===== src/hw/spwc_pkg.sv =====
// Package for the serial port width control register bank
package spwc_pkg;
    // Byte address of the port lane control register
    localparam logic [11:0] SPWC_PORT_LANE_CONTROL_ADDR = 12'h015c;
    // LSB-numbered bit positions (documented bit n sits at 31-n)
    localparam int SPWC_CAP_MSB       = 31;
    localparam int SPWC_CAP_LSB       = 30;
    localparam int SPWC_INIT_MSB      = 29;
    localparam int SPWC_INIT_LSB      = 27;
    localparam int SPWC_OVR_MSB       = 26;
    localparam int SPWC_OVR_LSB       = 24;
    localparam int SPWC_DIS_BIT       = 23;
    localparam int SPWC_OUT_EN_BIT    = 22;
    localparam int SPWC_IN_EN_BIT     = 21;
    localparam int SPWC_EXT_OVR_MSB   = 15;
    localparam int SPWC_EXT_OVR_LSB   = 14;
    // Reset values
    localparam logic [2:0] SPWC_OVR_RST    = 3'h0;
    localparam logic [2:0] SPWC_INIT_RST   = 3'h0;
    localparam logic       SPWC_DIS_RST    = 1'h0;
    localparam logic       SPWC_OUT_EN_RST = 1'h0;
    localparam logic       SPWC_IN_EN_RST  = 1'h0;
    // Override codes
    localparam logic [2:0] SPWC_OVR_NONE   = 3'h0;
    localparam logic [2:0] SPWC_OVR_X1     = 3'h2;
    localparam logic [2:0] SPWC_OVR_X1_R   = 3'h3;
    localparam logic [2:0] SPWC_OVR_X2     = 3'h5;
    localparam logic [2:0] SPWC_OVR_X4     = 3'h6;
    localparam logic [2:0] SPWC_OVR_X2X4   = 3'h7;
    // Bus answer states
    typedef enum logic [1:0] {
        SPWC_IDLE = 2'b01,
        SPWC_ACK  = 2'b10
    } spwc_bus_t;
    typedef struct packed {
        spwc_bus_t  bus;
        logic [31:0] rdata;
        logic [2:0] ovr;
        logic       dis;
        logic       out_en;
        logic       in_en;
        logic [1:0] ext_ovr;
        logic [2:0] init_w;
        logic       reinit;
    } spwc_state_t;
endpackage


===== src/hw/spwc_core.sv =====
// Port lane control register with width-mode decode and traffic gating
// Functional notes
// - Bits 0:1 read-only capability: bit0 four-lane, bit1 two-lane; single always.
// - Bits 2:4 read-only negotiated width code, reset zero.
// - Bits 5:7 writable width override, reset 000 meaning no override.
// - Override codes: 010/011 single, 101 two, 110 four, 111 both.
// - Override bits 6 and 7 are interpreted according to bit 5.
// - Never enable a width the capability bits mark unsupported.
// - Writing a changed override value restarts link initialization.
// - Bit 8 disable blocks all packets and control symbols both ways.
// - Output enable clear: only maintenance packets sent; symbols still sent.
// - Input enable clear: non-maintenance packets answered with not-accepted.
// - Control symbols always handled while input disabled; set accepts all.
// - Output and input enable reset values are configurable, default clear.
// - Extended override bits 16:17 apply only when override bit 5 is one.
module spwc_core #(
    parameter logic [1:0] CAP_WIDTH    = 2'h3,            // Bit1 two-lane, bit0 four-lane
    parameter logic [1:0] CAP_EXT      = 2'h0,            // Bit1 eight, bit0 sixteen
    parameter logic       OUT_EN_RESET = spwc_pkg::SPWC_OUT_EN_RST, // Reset of output enable
    parameter logic       IN_EN_RESET  = spwc_pkg::SPWC_IN_EN_RST   // Reset of input enable
) (
    input  wire logic        ref_clk,       // Register clock
    input  wire logic        rstn,          // Asynchronous reset, active low
    input  wire logic        wb_cyc_i,      // Wishbone cycle
    input  wire logic        wb_stb_i,      // Wishbone strobe
    input  wire logic        wb_we_i,       // Wishbone write
    input  wire logic [11:0] wb_adr_i,      // Wishbone byte address
    input  wire logic [3:0]  wb_sel_i,      // Wishbone byte selects
    input  wire logic [31:0] wb_dat_i,      // Wishbone write data
    output logic      [31:0] wb_dat_o,      // Wishbone read data
    output logic             wb_ack_o,      // Wishbone acknowledge
    input  wire logic        init_done,     // Training finished, width valid
    input  wire logic [2:0]  init_width,    // Width code reached by training
    output logic             reinit_req,    // One-cycle restart of training
    output logic             en_x1,         // Single lane offered
    output logic             en_x1_r,       // Single lane, redundant lane
    output logic             en_x2,         // Two-lane offered
    output logic             en_x4,         // Four-lane offered
    output logic             en_x8,         // Eight-lane offered
    output logic             en_x16,        // Sixteen-lane offered
    output logic             port_off,      // Drivers and receivers disabled
    input  wire logic        tx_req,        // Packet waiting to send
    input  wire logic        tx_maint,      // Waiting packet is maintenance
    output logic             tx_allow,      // Packet may be sent
    input  wire logic        tx_sym_req,    // Control symbol waiting to send
    output logic             tx_sym_allow,  // Control symbol may be sent
    input  wire logic        rx_pkt,        // Packet received, one-cycle pulse
    input  wire logic        rx_maint,      // Received packet is maintenance
    output logic             rx_accept,     // Packet accepted
    output logic             rx_reject,     // Answer with packet-not-accepted
    input  wire logic        rx_sym,        // Control symbol received
    output logic             rx_sym_take    // Control symbol handled
);
    import spwc_pkg::*;

    spwc_state_t cur;
    spwc_state_t next_cur;
    logic        hit;
    logic        wr;
    logic [2:0]  new_ovr;
    logic [31:0] rd_word;

    assign hit = wb_cyc_i && wb_stb_i && (cur.bus == SPWC_IDLE);
    assign wr  = hit && wb_we_i && (wb_adr_i == SPWC_PORT_LANE_CONTROL_ADDR);

    // Documented bits 5:7 live in byte lane 3 (bits 31:24)
    assign new_ovr = wb_sel_i[3] ? wb_dat_i[SPWC_OVR_MSB:SPWC_OVR_LSB] : cur.ovr;

    always_comb begin
        rd_word = 32'h0000_0000;
        // Documented bit 0 (four-lane) is word bit 31, bit 1 (two-lane) is word bit 30
        rd_word[SPWC_CAP_MSB]                = CAP_WIDTH[0];
        rd_word[SPWC_CAP_LSB]                = CAP_WIDTH[1];
        rd_word[SPWC_INIT_MSB:SPWC_INIT_LSB] = cur.init_w;
        rd_word[SPWC_OVR_MSB:SPWC_OVR_LSB]   = cur.ovr;
        rd_word[SPWC_DIS_BIT]                = cur.dis;
        rd_word[SPWC_OUT_EN_BIT]             = cur.out_en;
        rd_word[SPWC_IN_EN_BIT]              = cur.in_en;
        rd_word[SPWC_EXT_OVR_MSB:SPWC_EXT_OVR_LSB] = cur.ext_ovr;
    end

    always_comb begin
        next_cur        = cur;
        next_cur.reinit = 1'b0;
        case (cur.bus)
            SPWC_IDLE: begin
                if (hit) begin
                    next_cur.bus   = SPWC_ACK;
                    next_cur.rdata = (wb_adr_i == SPWC_PORT_LANE_CONTROL_ADDR) ?
                                     rd_word : 32'h0000_0000;
                end
            end
            SPWC_ACK: begin
                next_cur.bus = SPWC_IDLE;
            end
            default: begin
                next_cur.bus = SPWC_IDLE;
            end
        endcase
        if (wr) begin
            // Capability and width bits are not taken from the write
            next_cur.ovr = new_ovr;
            if (new_ovr != cur.ovr) begin
                next_cur.reinit = 1'b1;
            end
            if (wb_sel_i[2]) begin
                next_cur.dis    = wb_dat_i[SPWC_DIS_BIT];
                next_cur.out_en = wb_dat_i[SPWC_OUT_EN_BIT];
                next_cur.in_en  = wb_dat_i[SPWC_IN_EN_BIT];
            end
            // Extended override holds no capability by default, kept as plain storage
            if (wb_sel_i[1]) begin
                next_cur.ext_ovr = wb_dat_i[SPWC_EXT_OVR_MSB:SPWC_EXT_OVR_LSB];
            end
        end
        // Width is only meaningful once training reports done; a restart clears it
        if (cur.reinit) begin
            next_cur.init_w = SPWC_INIT_RST;
        end else if (init_done) begin
            next_cur.init_w = init_width;
        end
    end

    always_ff @(posedge ref_clk or negedge rstn) begin
        if (!rstn) begin
            cur         <= '0;
            cur.bus     <= SPWC_IDLE;
            cur.ovr     <= SPWC_OVR_RST;
            cur.dis     <= SPWC_DIS_RST;
            cur.out_en  <= OUT_EN_RESET;
            cur.in_en   <= IN_EN_RESET;
            cur.init_w  <= SPWC_INIT_RST;
        end else begin
            cur <= next_cur;
        end
    end

    assign wb_ack_o   = (cur.bus == SPWC_ACK);
    assign wb_dat_o   = cur.rdata;
    assign reinit_req = cur.reinit;
    assign port_off   = cur.dis;

    // Width decode; reserved codes fall back to single lane only
    always_comb begin
        en_x1   = 1'b1;
        en_x1_r = 1'b0;
        en_x2   = 1'b0;
        en_x4   = 1'b0;
        en_x8   = 1'b0;
        en_x16  = 1'b0;
        case (cur.ovr)
            SPWC_OVR_NONE: begin
                en_x2  = CAP_WIDTH[1];
                en_x4  = CAP_WIDTH[0];
                en_x8  = CAP_EXT[1];
                en_x16 = CAP_EXT[0];
            end
            SPWC_OVR_X1: begin
                en_x1 = 1'b1;
            end
            SPWC_OVR_X1_R: begin
                en_x1   = 1'b0;
                en_x1_r = 1'b1;
            end
            SPWC_OVR_X2, SPWC_OVR_X4, SPWC_OVR_X2X4: begin
                // With bit 5 set, bit 6 (ovr[1]) enables four-lane, bit 7 (ovr[0]) two-lane
                en_x2  = cur.ovr[0] & CAP_WIDTH[1];
                en_x4  = cur.ovr[1] & CAP_WIDTH[0];
                en_x8  = cur.ext_ovr[1] & CAP_EXT[1];
                en_x16 = cur.ext_ovr[0] & CAP_EXT[0];
            end
            default: begin
                en_x1 = 1'b1;
            end
        endcase
    end

    // Maintenance traffic always passes enable gating; disable blocks everything
    assign tx_allow     = tx_req && !cur.dis && (cur.out_en || tx_maint);
    assign tx_sym_allow = tx_sym_req && !cur.dis;
    assign rx_accept    = rx_pkt && !cur.dis && (cur.in_en || rx_maint);
    assign rx_reject    = rx_pkt && !cur.dis && !cur.in_en && !rx_maint;
    assign rx_sym_take  = rx_sym && !cur.dis;

    bus_ack_a: assert property (@(posedge ref_clk) disable iff (!rstn)
        (wb_cyc_i && wb_stb_i && !wb_ack_o) |=> wb_ack_o ##1 !wb_ack_o)
        else $error("ack not one cycle after request");
    reinit_chg_a: assert property (@(posedge ref_clk) disable iff (!rstn)
        (wr && new_ovr != cur.ovr) |=> reinit_req)
        else $error("override change did not restart training");
    reinit_same_a: assert property (@(posedge ref_clk) disable iff (!rstn)
        reinit_req |-> $past(wr) && cur.ovr != $past(cur.ovr))
        else $error("restart without override change");
    cap_mask_a: assert property (@(posedge ref_clk) disable iff (!rstn)
        (!en_x2 || CAP_WIDTH[1]) && (!en_x4 || CAP_WIDTH[0]))
        else $error("unsupported width enabled");
    force_x1_a: assert property (@(posedge ref_clk) disable iff (!rstn)
        cur.ovr == SPWC_OVR_X1 |-> en_x1 && !en_x2 && !en_x4 && !en_x8)
        else $error("forced single lane not honoured");
    ext_ignore_a: assert property (@(posedge ref_clk) disable iff (!rstn)
        !cur.ovr[2] |-> !(en_x8 && cur.ovr != SPWC_OVR_NONE))
        else $error("extended override used while bit 5 clear");
    tx_gate_a: assert property (@(posedge ref_clk) disable iff (!rstn)
        tx_allow |-> !port_off && (cur.out_en || tx_maint))
        else $error("non-maintenance packet sent while output disabled");
    rx_reject_a: assert property (@(posedge ref_clk) disable iff (!rstn)
        (rx_pkt && !cur.dis && !cur.in_en && !rx_maint) |-> rx_reject && !rx_accept)
        else $error("packet not refused while input disabled");
    rx_sym_a: assert property (@(posedge ref_clk) disable iff (!rstn)
        (rx_sym && !port_off) |-> rx_sym_take)
        else $error("control symbol dropped");
    ro_write_a: assert property (@(posedge ref_clk) disable iff (!rstn)
        (wr && !init_done && !reinit_req) |=> cur.init_w == $past(cur.init_w))
        else $error("initialized width changed by write");

    // Bus answer: one acknowledge per request, data registered from the decode
    ack_idle_a: assert property (@(posedge ref_clk) disable iff (!rstn)
        (!(wb_cyc_i && wb_stb_i) && !wb_ack_o) |=> !wb_ack_o)
        else $error("acknowledge without request");
    ack_single_a: assert property (@(posedge ref_clk) disable iff (!rstn)
        wb_ack_o |=> !wb_ack_o)
        else $error("acknowledge longer than one cycle");
    rdata_map_a: assert property (@(posedge ref_clk) disable iff (!rstn)
        (hit && !wb_we_i && wb_adr_i == SPWC_PORT_LANE_CONTROL_ADDR) |=> wb_dat_o == $past(rd_word))
        else $error("read data differs from register");
    rdata_unmapped_a: assert property (@(posedge ref_clk) disable iff (!rstn)
        (hit && wb_adr_i != SPWC_PORT_LANE_CONTROL_ADDR) |=> wb_dat_o == 32'h0000_0000)
        else $error("unmapped read not zero");
    rdata_hold_a: assert property (@(posedge ref_clk) disable iff (!rstn)
        !hit |=> $stable(wb_dat_o))
        else $error("read data changed without access");
    cap_field_a: assert property (@(posedge ref_clk) disable iff (!rstn)
        (wb_ack_o && $past(wb_adr_i == SPWC_PORT_LANE_CONTROL_ADDR))
        |-> wb_dat_o[SPWC_CAP_MSB:SPWC_CAP_LSB] == {CAP_WIDTH[0], CAP_WIDTH[1]})
        else $error("capability field wrong");

    // Initialized width follows training only; software cannot touch it
    init_clear_a: assert property (@(posedge ref_clk) disable iff (!rstn)
        reinit_req |=> cur.init_w == SPWC_INIT_RST)
        else $error("width not cleared on restart");
    init_take_a: assert property (@(posedge ref_clk) disable iff (!rstn)
        (init_done && !reinit_req) |=> cur.init_w == $past(init_width))
        else $error("trained width not captured");
    init_hold_a: assert property (@(posedge ref_clk) disable iff (!rstn)
        (!init_done && !reinit_req) |=> $stable(cur.init_w))
        else $error("initialized width moved without training");

    // Writable fields change only under their byte select
    ovr_write_a: assert property (@(posedge ref_clk) disable iff (!rstn)
        (wr && wb_sel_i[3]) |=> cur.ovr == $past(wb_dat_i[SPWC_OVR_MSB:SPWC_OVR_LSB]))
        else $error("override write lost");
    ovr_keep_a: assert property (@(posedge ref_clk) disable iff (!rstn)
        !(wr && wb_sel_i[3]) |=> $stable(cur.ovr))
        else $error("override changed without write");
    ctrl_write_a: assert property (@(posedge ref_clk) disable iff (!rstn)
        (wr && wb_sel_i[2]) |=> port_off == $past(wb_dat_i[SPWC_DIS_BIT]))
        else $error("disable write lost");
    en_write_a: assert property (@(posedge ref_clk) disable iff (!rstn)
        (wr && wb_sel_i[2]) |=> cur.out_en == $past(wb_dat_i[SPWC_OUT_EN_BIT])
        && cur.in_en == $past(wb_dat_i[SPWC_IN_EN_BIT]))
        else $error("enable write lost");
    ctrl_keep_a: assert property (@(posedge ref_clk) disable iff (!rstn)
        !(wr && wb_sel_i[2]) |=> $stable(port_off) && $stable(cur.out_en) && $stable(cur.in_en))
        else $error("control bits changed without write");
    ext_write_a: assert property (@(posedge ref_clk) disable iff (!rstn)
        (wr && wb_sel_i[1]) |=> cur.ext_ovr == $past(wb_dat_i[SPWC_EXT_OVR_MSB:SPWC_EXT_OVR_LSB]))
        else $error("extended override write lost");

    // Restart pulse: one cycle, only on a changed override
    reinit_one_a: assert property (@(posedge ref_clk) disable iff (!rstn)
        reinit_req |=> !reinit_req)
        else $error("restart pulse too long");
    reinit_keep_a: assert property (@(posedge ref_clk) disable iff (!rstn)
        (wr && new_ovr == cur.ovr) |=> !reinit_req)
        else $error("restart on unchanged override");

    // Width decode per override code, always masked by capability
    x1_always_a: assert property (@(posedge ref_clk) disable iff (!rstn)
        cur.ovr != SPWC_OVR_X1_R |-> en_x1)
        else $error("single lane not offered");
    x1r_force_a: assert property (@(posedge ref_clk) disable iff (!rstn)
        cur.ovr == SPWC_OVR_X1_R |-> en_x1_r && !en_x1 && !en_x2 && !en_x4 && !en_x8)
        else $error("redundant single lane not forced");
    x1r_only_a: assert property (@(posedge ref_clk) disable iff (!rstn)
        en_x1_r |-> cur.ovr == SPWC_OVR_X1_R)
        else $error("redundant lane offered without override");
    x2_only_a: assert property (@(posedge ref_clk) disable iff (!rstn)
        cur.ovr == SPWC_OVR_X2 |-> !en_x4 && en_x2 == CAP_WIDTH[1])
        else $error("two-lane-only code misdecoded");
    x4_only_a: assert property (@(posedge ref_clk) disable iff (!rstn)
        cur.ovr == SPWC_OVR_X4 |-> !en_x2 && en_x4 == CAP_WIDTH[0])
        else $error("four-lane-only code misdecoded");
    both_a: assert property (@(posedge ref_clk) disable iff (!rstn)
        cur.ovr == SPWC_OVR_X2X4 |-> en_x2 == CAP_WIDTH[1] && en_x4 == CAP_WIDTH[0])
        else $error("two and four lane code misdecoded");
    no_ovr_a: assert property (@(posedge ref_clk) disable iff (!rstn)
        cur.ovr == SPWC_OVR_NONE |-> en_x1 && en_x2 == CAP_WIDTH[1] && en_x4 == CAP_WIDTH[0])
        else $error("no-override code misdecoded");
    reserved_a: assert property (@(posedge ref_clk) disable iff (!rstn)
        (cur.ovr == 3'h1 || cur.ovr == 3'h4)
        |-> en_x1 && !en_x1_r && !en_x2 && !en_x4 && !en_x8 && !en_x16)
        else $error("reserved code offers extra widths");
    ext_mask_a: assert property (@(posedge ref_clk) disable iff (!rstn)
        (!en_x8 || CAP_EXT[1]) && (!en_x16 || CAP_EXT[0]))
        else $error("unsupported extended width enabled");
    ext_off_a: assert property (@(posedge ref_clk) disable iff (!rstn)
        (cur.ovr != SPWC_OVR_NONE && !cur.ovr[2]) |-> !en_x8 && !en_x16)
        else $error("extended widths offered with bit 5 clear");

    // Traffic gating; these are combinational so checked in the same cycle
    off_block_a: assert property (@(posedge ref_clk) disable iff (!rstn)
        port_off |-> !tx_allow && !tx_sym_allow && !rx_accept && !rx_reject && !rx_sym_take)
        else $error("traffic passed while port disabled");
    tx_sym_a: assert property (@(posedge ref_clk) disable iff (!rstn)
        (tx_sym_req && !port_off) |-> tx_sym_allow)
        else $error("control symbol held back");
    tx_open_a: assert property (@(posedge ref_clk) disable iff (!rstn)
        (tx_req && !port_off && cur.out_en) |-> tx_allow)
        else $error("packet held back with output enabled");
    tx_quiet_a: assert property (@(posedge ref_clk) disable iff (!rstn)
        !tx_req |-> !tx_allow)
        else $error("send allowed with nothing waiting");
    rx_open_a: assert property (@(posedge ref_clk) disable iff (!rstn)
        (rx_pkt && !port_off && cur.in_en) |-> rx_accept && !rx_reject)
        else $error("packet refused with input enabled");
    rx_maint_a: assert property (@(posedge ref_clk) disable iff (!rstn)
        (rx_pkt && !port_off && rx_maint) |-> rx_accept && !rx_reject)
        else $error("maintenance packet refused");
    rx_excl_a: assert property (@(posedge ref_clk) disable iff (!rstn)
        !(rx_accept && rx_reject))
        else $error("packet both accepted and refused");
    rx_quiet_a: assert property (@(posedge ref_clk) disable iff (!rstn)
        !rx_pkt |-> !rx_accept && !rx_reject)
        else $error("answer without received packet");
endmodule


===== config.mk =====
export PLATFORM = sky130hd
export DESIGN_NAME = spwc_core
export DESIGN_NICKNAME = d
export VERILOG_FILES = /design/src/hw/spwc_pkg.sv /design/src/hw/spwc_core.sv
export SDC_FILE = /design/constraint.sdc
export NUM_CORES = 1
export LEC_CHECK = 0
export BUFFER_PORTS_ARGS = -buffer_cell sky130_fd_sc_hd__buf_4
export CAP_MARGIN = 10
export CORE_UTILIZATION = 42
export CTS_CLUSTER_SIZE = 8
export DETAILED_ROUTE_END_ITERATION = 12
export MAX_ROUTING_LAYER = met4
export PLACE_DENSITY = 0.85
export SKIP_LAST_GASP = 1
export SYNTH_ARGS = -nofsm -noshare
export SYNTH_HDL_FRONTEND = slang
export SYNTH_SLANG_ARGS = --single-unit
export TNS_END_PERCENT = 30

===== constraint.sdc =====
create_clock -name ref_clk -period 4.78 [get_ports ref_clk]
set_input_delay 0.239 -clock ref_clk [delete_from_list [all_inputs] [get_ports ref_clk]]
set_output_delay 0.239 -clock ref_clk [all_outputs]
set_load 0.01 [all_outputs]

==> metrics, run 1 <==
layout cells sized above 1 between 40% and 50%; pin count of the biggest net entering global routing 27; critical path, cell by cell nand4b_1 -> nor4_4 -> and3_2 -> mux2_1; Mapped Area around 1400 um2; Die H roughly 59 um; Post-Syn Instances 117; Hold Vio Cnt, Final 0; GR Util All Layers 15.7%; Pleak between 0.0009 and 0.001 uW; Synth top area share approximately 46%; CP startpoint kind flip-flop; worst skew pair latency between 300 and 400 ps; starting density of the core between 40% and 50%; maximum VDD drop just under 90 uV; Final Cycle Share 58.9%; CTS tree yes; FP Rows 20; final setup vio count 0; fmax about 360 MHz; RSZ-0062 raised after global routing no; clock sink count 26; setup TNS 0 ps; CTS clk-pin slew, worst paths between 100 and 150 ps; DRC Markers 0; total chip power roughly 370 uW; Syn-to-layout area delta 27.0%; Filler Cells Inserted 258; DP HPWL a little over 2 mm; Syn Area/Cell around 12 um2; post-cts resize count 0; Worst-Margin Slew 785 ps; Die Width around 59 um; min cycle time layout around 2800 ps; Hold Slack around 150 ps; Hold/Removal Path Class in2reg; initial DRC count 18; CP Capture Type flip-flop; Final GP Congestion ~0.73; core box area 3050 um2; final core area utilization 56.6%; vias per inst approximately 4.5; critical path's largest stage delay a little over 900 ps; antenna cell count 0; WP data arrival 3020 ps; DR pass1 iterations 4; max-cap violations 0; Via Count 962; Clock Path Buffers 2; Ys Warns 0; Final Max Slew Viols 0; first-pass GRT wire length 3.92 mm; #FFs+latches synth 26; WS Path Type reg2reg; number of global-route vias before repair a little under 900; Slew Limit Headroom between 40% and 50%; largest area contributor in the netlist dfrtp_1; antenna-violating nets left 0; final wirelength approximately 2.6 mm; slowest CP cell nor4_4; dpl cell area 1690 um2; Port Buffers 62; clock skew 2.56 ps; CTS H-tree depth 1; post-route cell area about 1700 um2; Worst EP required between 4000 and 5000 ps; Die ar. around 3500 um2; Nets around 230; Netlist cell types 27; post-CTS setup buffer count 0; sequential area share after synthesis a little under half; Clock Tree Root clkbuf_4; CTS Buf Count 3; Crit Path Max Fanout 15; Cell Pwr Density ~210 nW/um2; I/O pins around 110; outcome finished, final reports clean; post-DR wirelength/cell around 12 um; synth top area cells dfrtp_1, buf_4, a22o_1, mux2_2, mux2i_1; initial antenna violation count 0; GR Overflow Total 0
[cell type report]
class	instances	area, um2	share of cell area (%)
Clock buffer	4	26.3	1.52
Timing Repair Buffer	63	475	27.5
Sequential cell	26	652	37.7
Inverter	2	7.51	0.434
Tap cell	44	55.1	3.19
Multi-Input combinational cell	73	512	29.6
[logic make-up (layout without fill, tap and decap cells)]
logic type,after synthesis,after routing,synth area share [%]
compound gates,15,15,9.38
buf+inv,38,69,20.0
xor+xnor,3,3,1.93
mux,11,11,8.83
flops,26,26,47.9
simple gates,23,23,11.7
other cells,1,21,0.276
[power breakdown]
| part | internal (uW) | switching [uW] | leakage (uW) |
|---|---|---|---|
| sequential | 224 | 2.08 | 0.000352 |
| clock | 32.6 | 58.7 | 0.0000150 |
| combinational | 27.5 | 25.0 | 0.000596 |
| total | 284 | 85.8 | 0.000963 |
[cells in the mapped netlist, drive strengths merged]
cell type  instances
a22o              11
clkbuf             1
nor3b              1
nor2               6
and3               1
o31a               1
mux2i              3
conb               1
nand2b             1
nand2              1
or4b               1
inv                2
or2                1
dfrtp             25
xor2               3
nand4bb            2
dfstp              1
mux2               8
nand4b             1
nor3               2
buf               35
a21o               3
nor4               1
nand3              2
nor2b              3
[critical path: cells and delay by family (launching register included)]
kind,cells,cell delay (ps)
flip-flops,1,560
AND/OR/NAND/NOR,3,1810
multiplexers,1,340
[placed cells by master, fill, tap and decap left out, types with 3 or more instances in the layout]
master / netlist / final
buf_4: 34 / 62
dfrtp_1: 25 / 25
conb_1: 1 / 21
a22o_1: 11 / 11
mux2_2: 7 / 7
nor2_1: 6 / 6
a21o_1: 3 / 3
nor2b_1: 3 / 3
xor2_1: 3 / 3
mux2i_1: 3 / 3
clkbuf_4: 0 / 3
[final timing paths]
| check | slack, ps | depth (start not counted) | start | endpoint |
|---|---|---|---|---|
| max | 1970 | 4 | cur[44] | cur[9] |
| min | 150 | 2 | wb_dat_i[14] | cur[4] |
| max reg2reg | 1970 | 4 | cur[44] | cur[9] |
| min reg2reg | 490 | 1 | reinit_req | cur[3] |
| max in group asynchronous | 4130 | 2 | rstn | cur[44] |
| min in group asynchronous | 350 | 2 | rstn | wb_dat_o[30] |
[through the flow]
step           worst slack, ps  std cells
2_1_floorplan             2920        137
3_3_place_gp              2030        207
3_5_place_dp              1920        207
4_1_cts                   1900        212
5_1_grt                   1760        212
6_report                  1970        212
[sequential cells by signal, summed over array words and instances (netlist names)]
register    cells
reinit_req      1
port_off        1
wb_dat_o       12
cur            12
[timing repair]
action / CTS / global route
hold buffers: 1 / 0
endpoints found under the setup margin: 0 / 0
hold endpoints to repair: 25 / 0
[per-layer routing]
layer | track usage (%) | routed length, um | share of wire (%)
met4 | 8.16 | 27 | 1.0
met1 | 17.6 | 1030 | 39
met3 | 2.20 | 217 | 8.3
met2 | 27.1 | 1340 | 51
met5 | - | 0 | 0
Power figures use the tool's default switching activity.
==> inputs of run 2 (changes only) <==
--- a/config.mk
+++ b/config.mk
@@ -7,11 +7,11 @@
 export LEC_CHECK = 0
 export BUFFER_PORTS_ARGS = -buffer_cell sky130_fd_sc_hd__buf_4
 export CAP_MARGIN = 10
-export CORE_UTILIZATION = 42
+export CORE_UTILIZATION = 39
 export CTS_CLUSTER_SIZE = 8
 export DETAILED_ROUTE_END_ITERATION = 12
 export MAX_ROUTING_LAYER = met4
-export PLACE_DENSITY = 0.85
+export PLACE_DENSITY = 0.8
 export SKIP_LAST_GASP = 1
 export SYNTH_ARGS = -nofsm -noshare
 export SYNTH_HDL_FRONTEND = slang
==> constraint.sdc (replaced) <==
create_clock -name ref_clk -period 2.8 [get_ports ref_clk]
set_input_delay 0.14 -clock ref_clk [delete_from_list [all_inputs] [get_ports ref_clk]]
set_output_delay 0.14 -clock ref_clk [all_outputs]
set_load 0.01 [all_outputs]
==> run 2 against run 1 <==
Fmax up 39%. Worst hold slack worse by 120 ps. Clock power up 100%. Non-clock buffer count up 2. Critical path depth up 1. First-iteration DRC count up 89%. Largest cell class unchanged. Highest routed layer unchanged.
==> metrics, run 2 (synthesis results as in run 1) <==
setup TNS 0 ps (unchanged); Combinational Power Share 13.7% (was 14.2%); Seq pwr share 58.3% (was 61.1%); Syn-to-layout area delta 29.1% (was 27.0%); Cell Pwr Density 376 nW/um2 (was 214 nW/um2); Crit Path Max Fanout 15 (unchanged); WS Path Type reg2reg (unchanged); post-CTS setup buffer count 0 (unchanged); pin count of the biggest net entering global routing 27 (unchanged); initial antenna violation count 0 (unchanged); clock skew 9.99 ps (was 2.56 ps); Via Count 978 (was 962); Pint 510 uW (was 284 uW); Worst EP required 3010 ps (was 4980 ps); hold path depth 2 (unchanged); final setup vio count 0 (unchanged); final setup margin 779 ps (was 1970 ps); max-cap violations 0 (unchanged); CTS Buf Count 3 (unchanged); fmax 495 MHz (was 355 MHz); Final Max Slew Viols 0 (unchanged); commonest non-fill, non-tap cell in the layout buf_4 (unchanged); starting density of the core 40.8% (was 44.5%); Pleak 0.000979 uW (was 0.000963 uW); RSZ-0062 raised after global routing no (unchanged); CTS H-tree depth 1 (unchanged); worst skew pair latency 320 ps (was 310 ps); number of global-route vias before repair 839 (was 879); Place WS 757 ps (was 1920 ps); Filler Cells Inserted 315 (was 258); Net Sw Frac 22.9% (was 23.2%); FP Rows 21 (was 20); post-route cell area 1760 um2 (was 1730 um2); Final Cycle Share 72.2% (was 58.9%); outcome finished, final reports clean (unchanged); maximum VDD drop 305 uV (was 88.7 uV); final core area utilization 52.6% (was 56.6%); Clock Tree Root clkbuf_4 (unchanged); Hold Vio Cnt, Final 0 (unchanged); Die Width 61.1 um (was 58.9 um); Port Buffers 62 (unchanged); Clock Path Buffers 2 (unchanged); DR pass1 iterations 4 (unchanged); antenna cell count 0 (unchanged); DP HPWL 2.15 mm (was 2.08 mm); setup slack, reg-to-reg 780 ps (was 1970 ps); DRC Markers 0 (unchanged); dpl cell area 1710 um2 (was 1690 um2); Hold/Removal Path Class in2reg (unchanged); cells on worst reg2reg path 5 (was 4); clock sink count 26 (unchanged); most frequent cells in the layout buf_4, dfrtp_1, conb_1 (unchanged); CP Capture Type flip-flop (unchanged); clock share of power 28.0% (was 24.7%); GR Overflow Total 0 (unchanged); Die H 61.1 um (was 58.9 um); first-pass GRT wire length 3.63 mm (was 3.92 mm); CP startpoint kind flip-flop (unchanged); CTS clk-pin slew, worst paths 140 ps (was 130 ps); post-DR wirelength/cell 12.2 um (was 12.3 um); WP data arrival 2230 ps (was 3020 ps); Die ar. 3730 um2 (was 3470 um2); initial DRC count 34 (was 18); layout cells sized above 1 47.1% (was 45.8%); net switching power 151 uW (was 85.8 uW); GR Util All Layers 14.0% (was 15.7%); core box area 3340 um2 (was 3050 um2); CTS tree yes (unchanged); Final GP Congestion 0.745 (was 0.729); antenna-violating nets left 0 (unchanged); final wirelength 2.63 mm (was 2.62 mm); total chip power 661 uW (was 370 uW); I/O pins 109 (unchanged); Nets 234 (was 232); vias per inst 4.53 (was 4.54); min cycle time layout 2020 ps (was 2810 ps)
[run 2: path summary, 6_finish.rpt]
kind,startpoint,endpoint
hold reg to reg,reinit_req,cur[1]
setup reg to reg,cur[44],cur[10]
min in group asynchronous,rstn,cur[4]
setup / recovery,cur[44],cur[10]
max in group asynchronous,rstn,cur[44]
hold / removal,wb_dat_i[14],cur[4]
[run 2: power by group through the flow]
stage,logic (uW),registers [uW],clock network (uW)
after floorplan,53.5,392,0
after global placement,87.3,392,0
after detailed placement,90.5,393,0
after CTS,91.7,386,193
after global routing,101,386,206
final,90.4,385,185
[run 2: through the flow]
step,std cells,hold slack (ps)
after global placement,211,53.2
final,216,39.0
after floorplan,137,-156
after global routing,216,24.8
after CTS,216,26.1
after detailed placement,211,60.4
[run 2: timing repair]
item	in CTS	in global routing
gates resized for setup	0	0
endpoints found under the hold margin	26	0
setup endpoints to repair	0	0
hold buffers	1	0
[run 2: critical path, cell delays in order, from the launching register on]
cell	delay, ps
dfstp_2	550
nand4b_1	190
nor4_4	310
buf_4	240
and3_2	260
mux2_2	350
[run 2: layer usage]
layer  global-route usage, %  up-vias  routed length, um
met5                       -        -                  0
met4                    4.87        0                 29
met3                    3.15        2                 83
met2                    24.7       34               1490
met1                    15.5      482               1020
li1                        -      460                  -
[run 2: final cells by class]
cell class / instances / area [um2] / share of cell area (%)
Clock buffer: 4 / 36.3 / 2.07
Inverter: 2 / 7.51 / 0.428
Multi-Input combinational cell: 73 / 512 / 29.2
Sequential cell: 26 / 652 / 37.1
Tap cell: 46 / 57.6 / 3.28
Timing Repair Buffer: 65 / 490 / 27.9
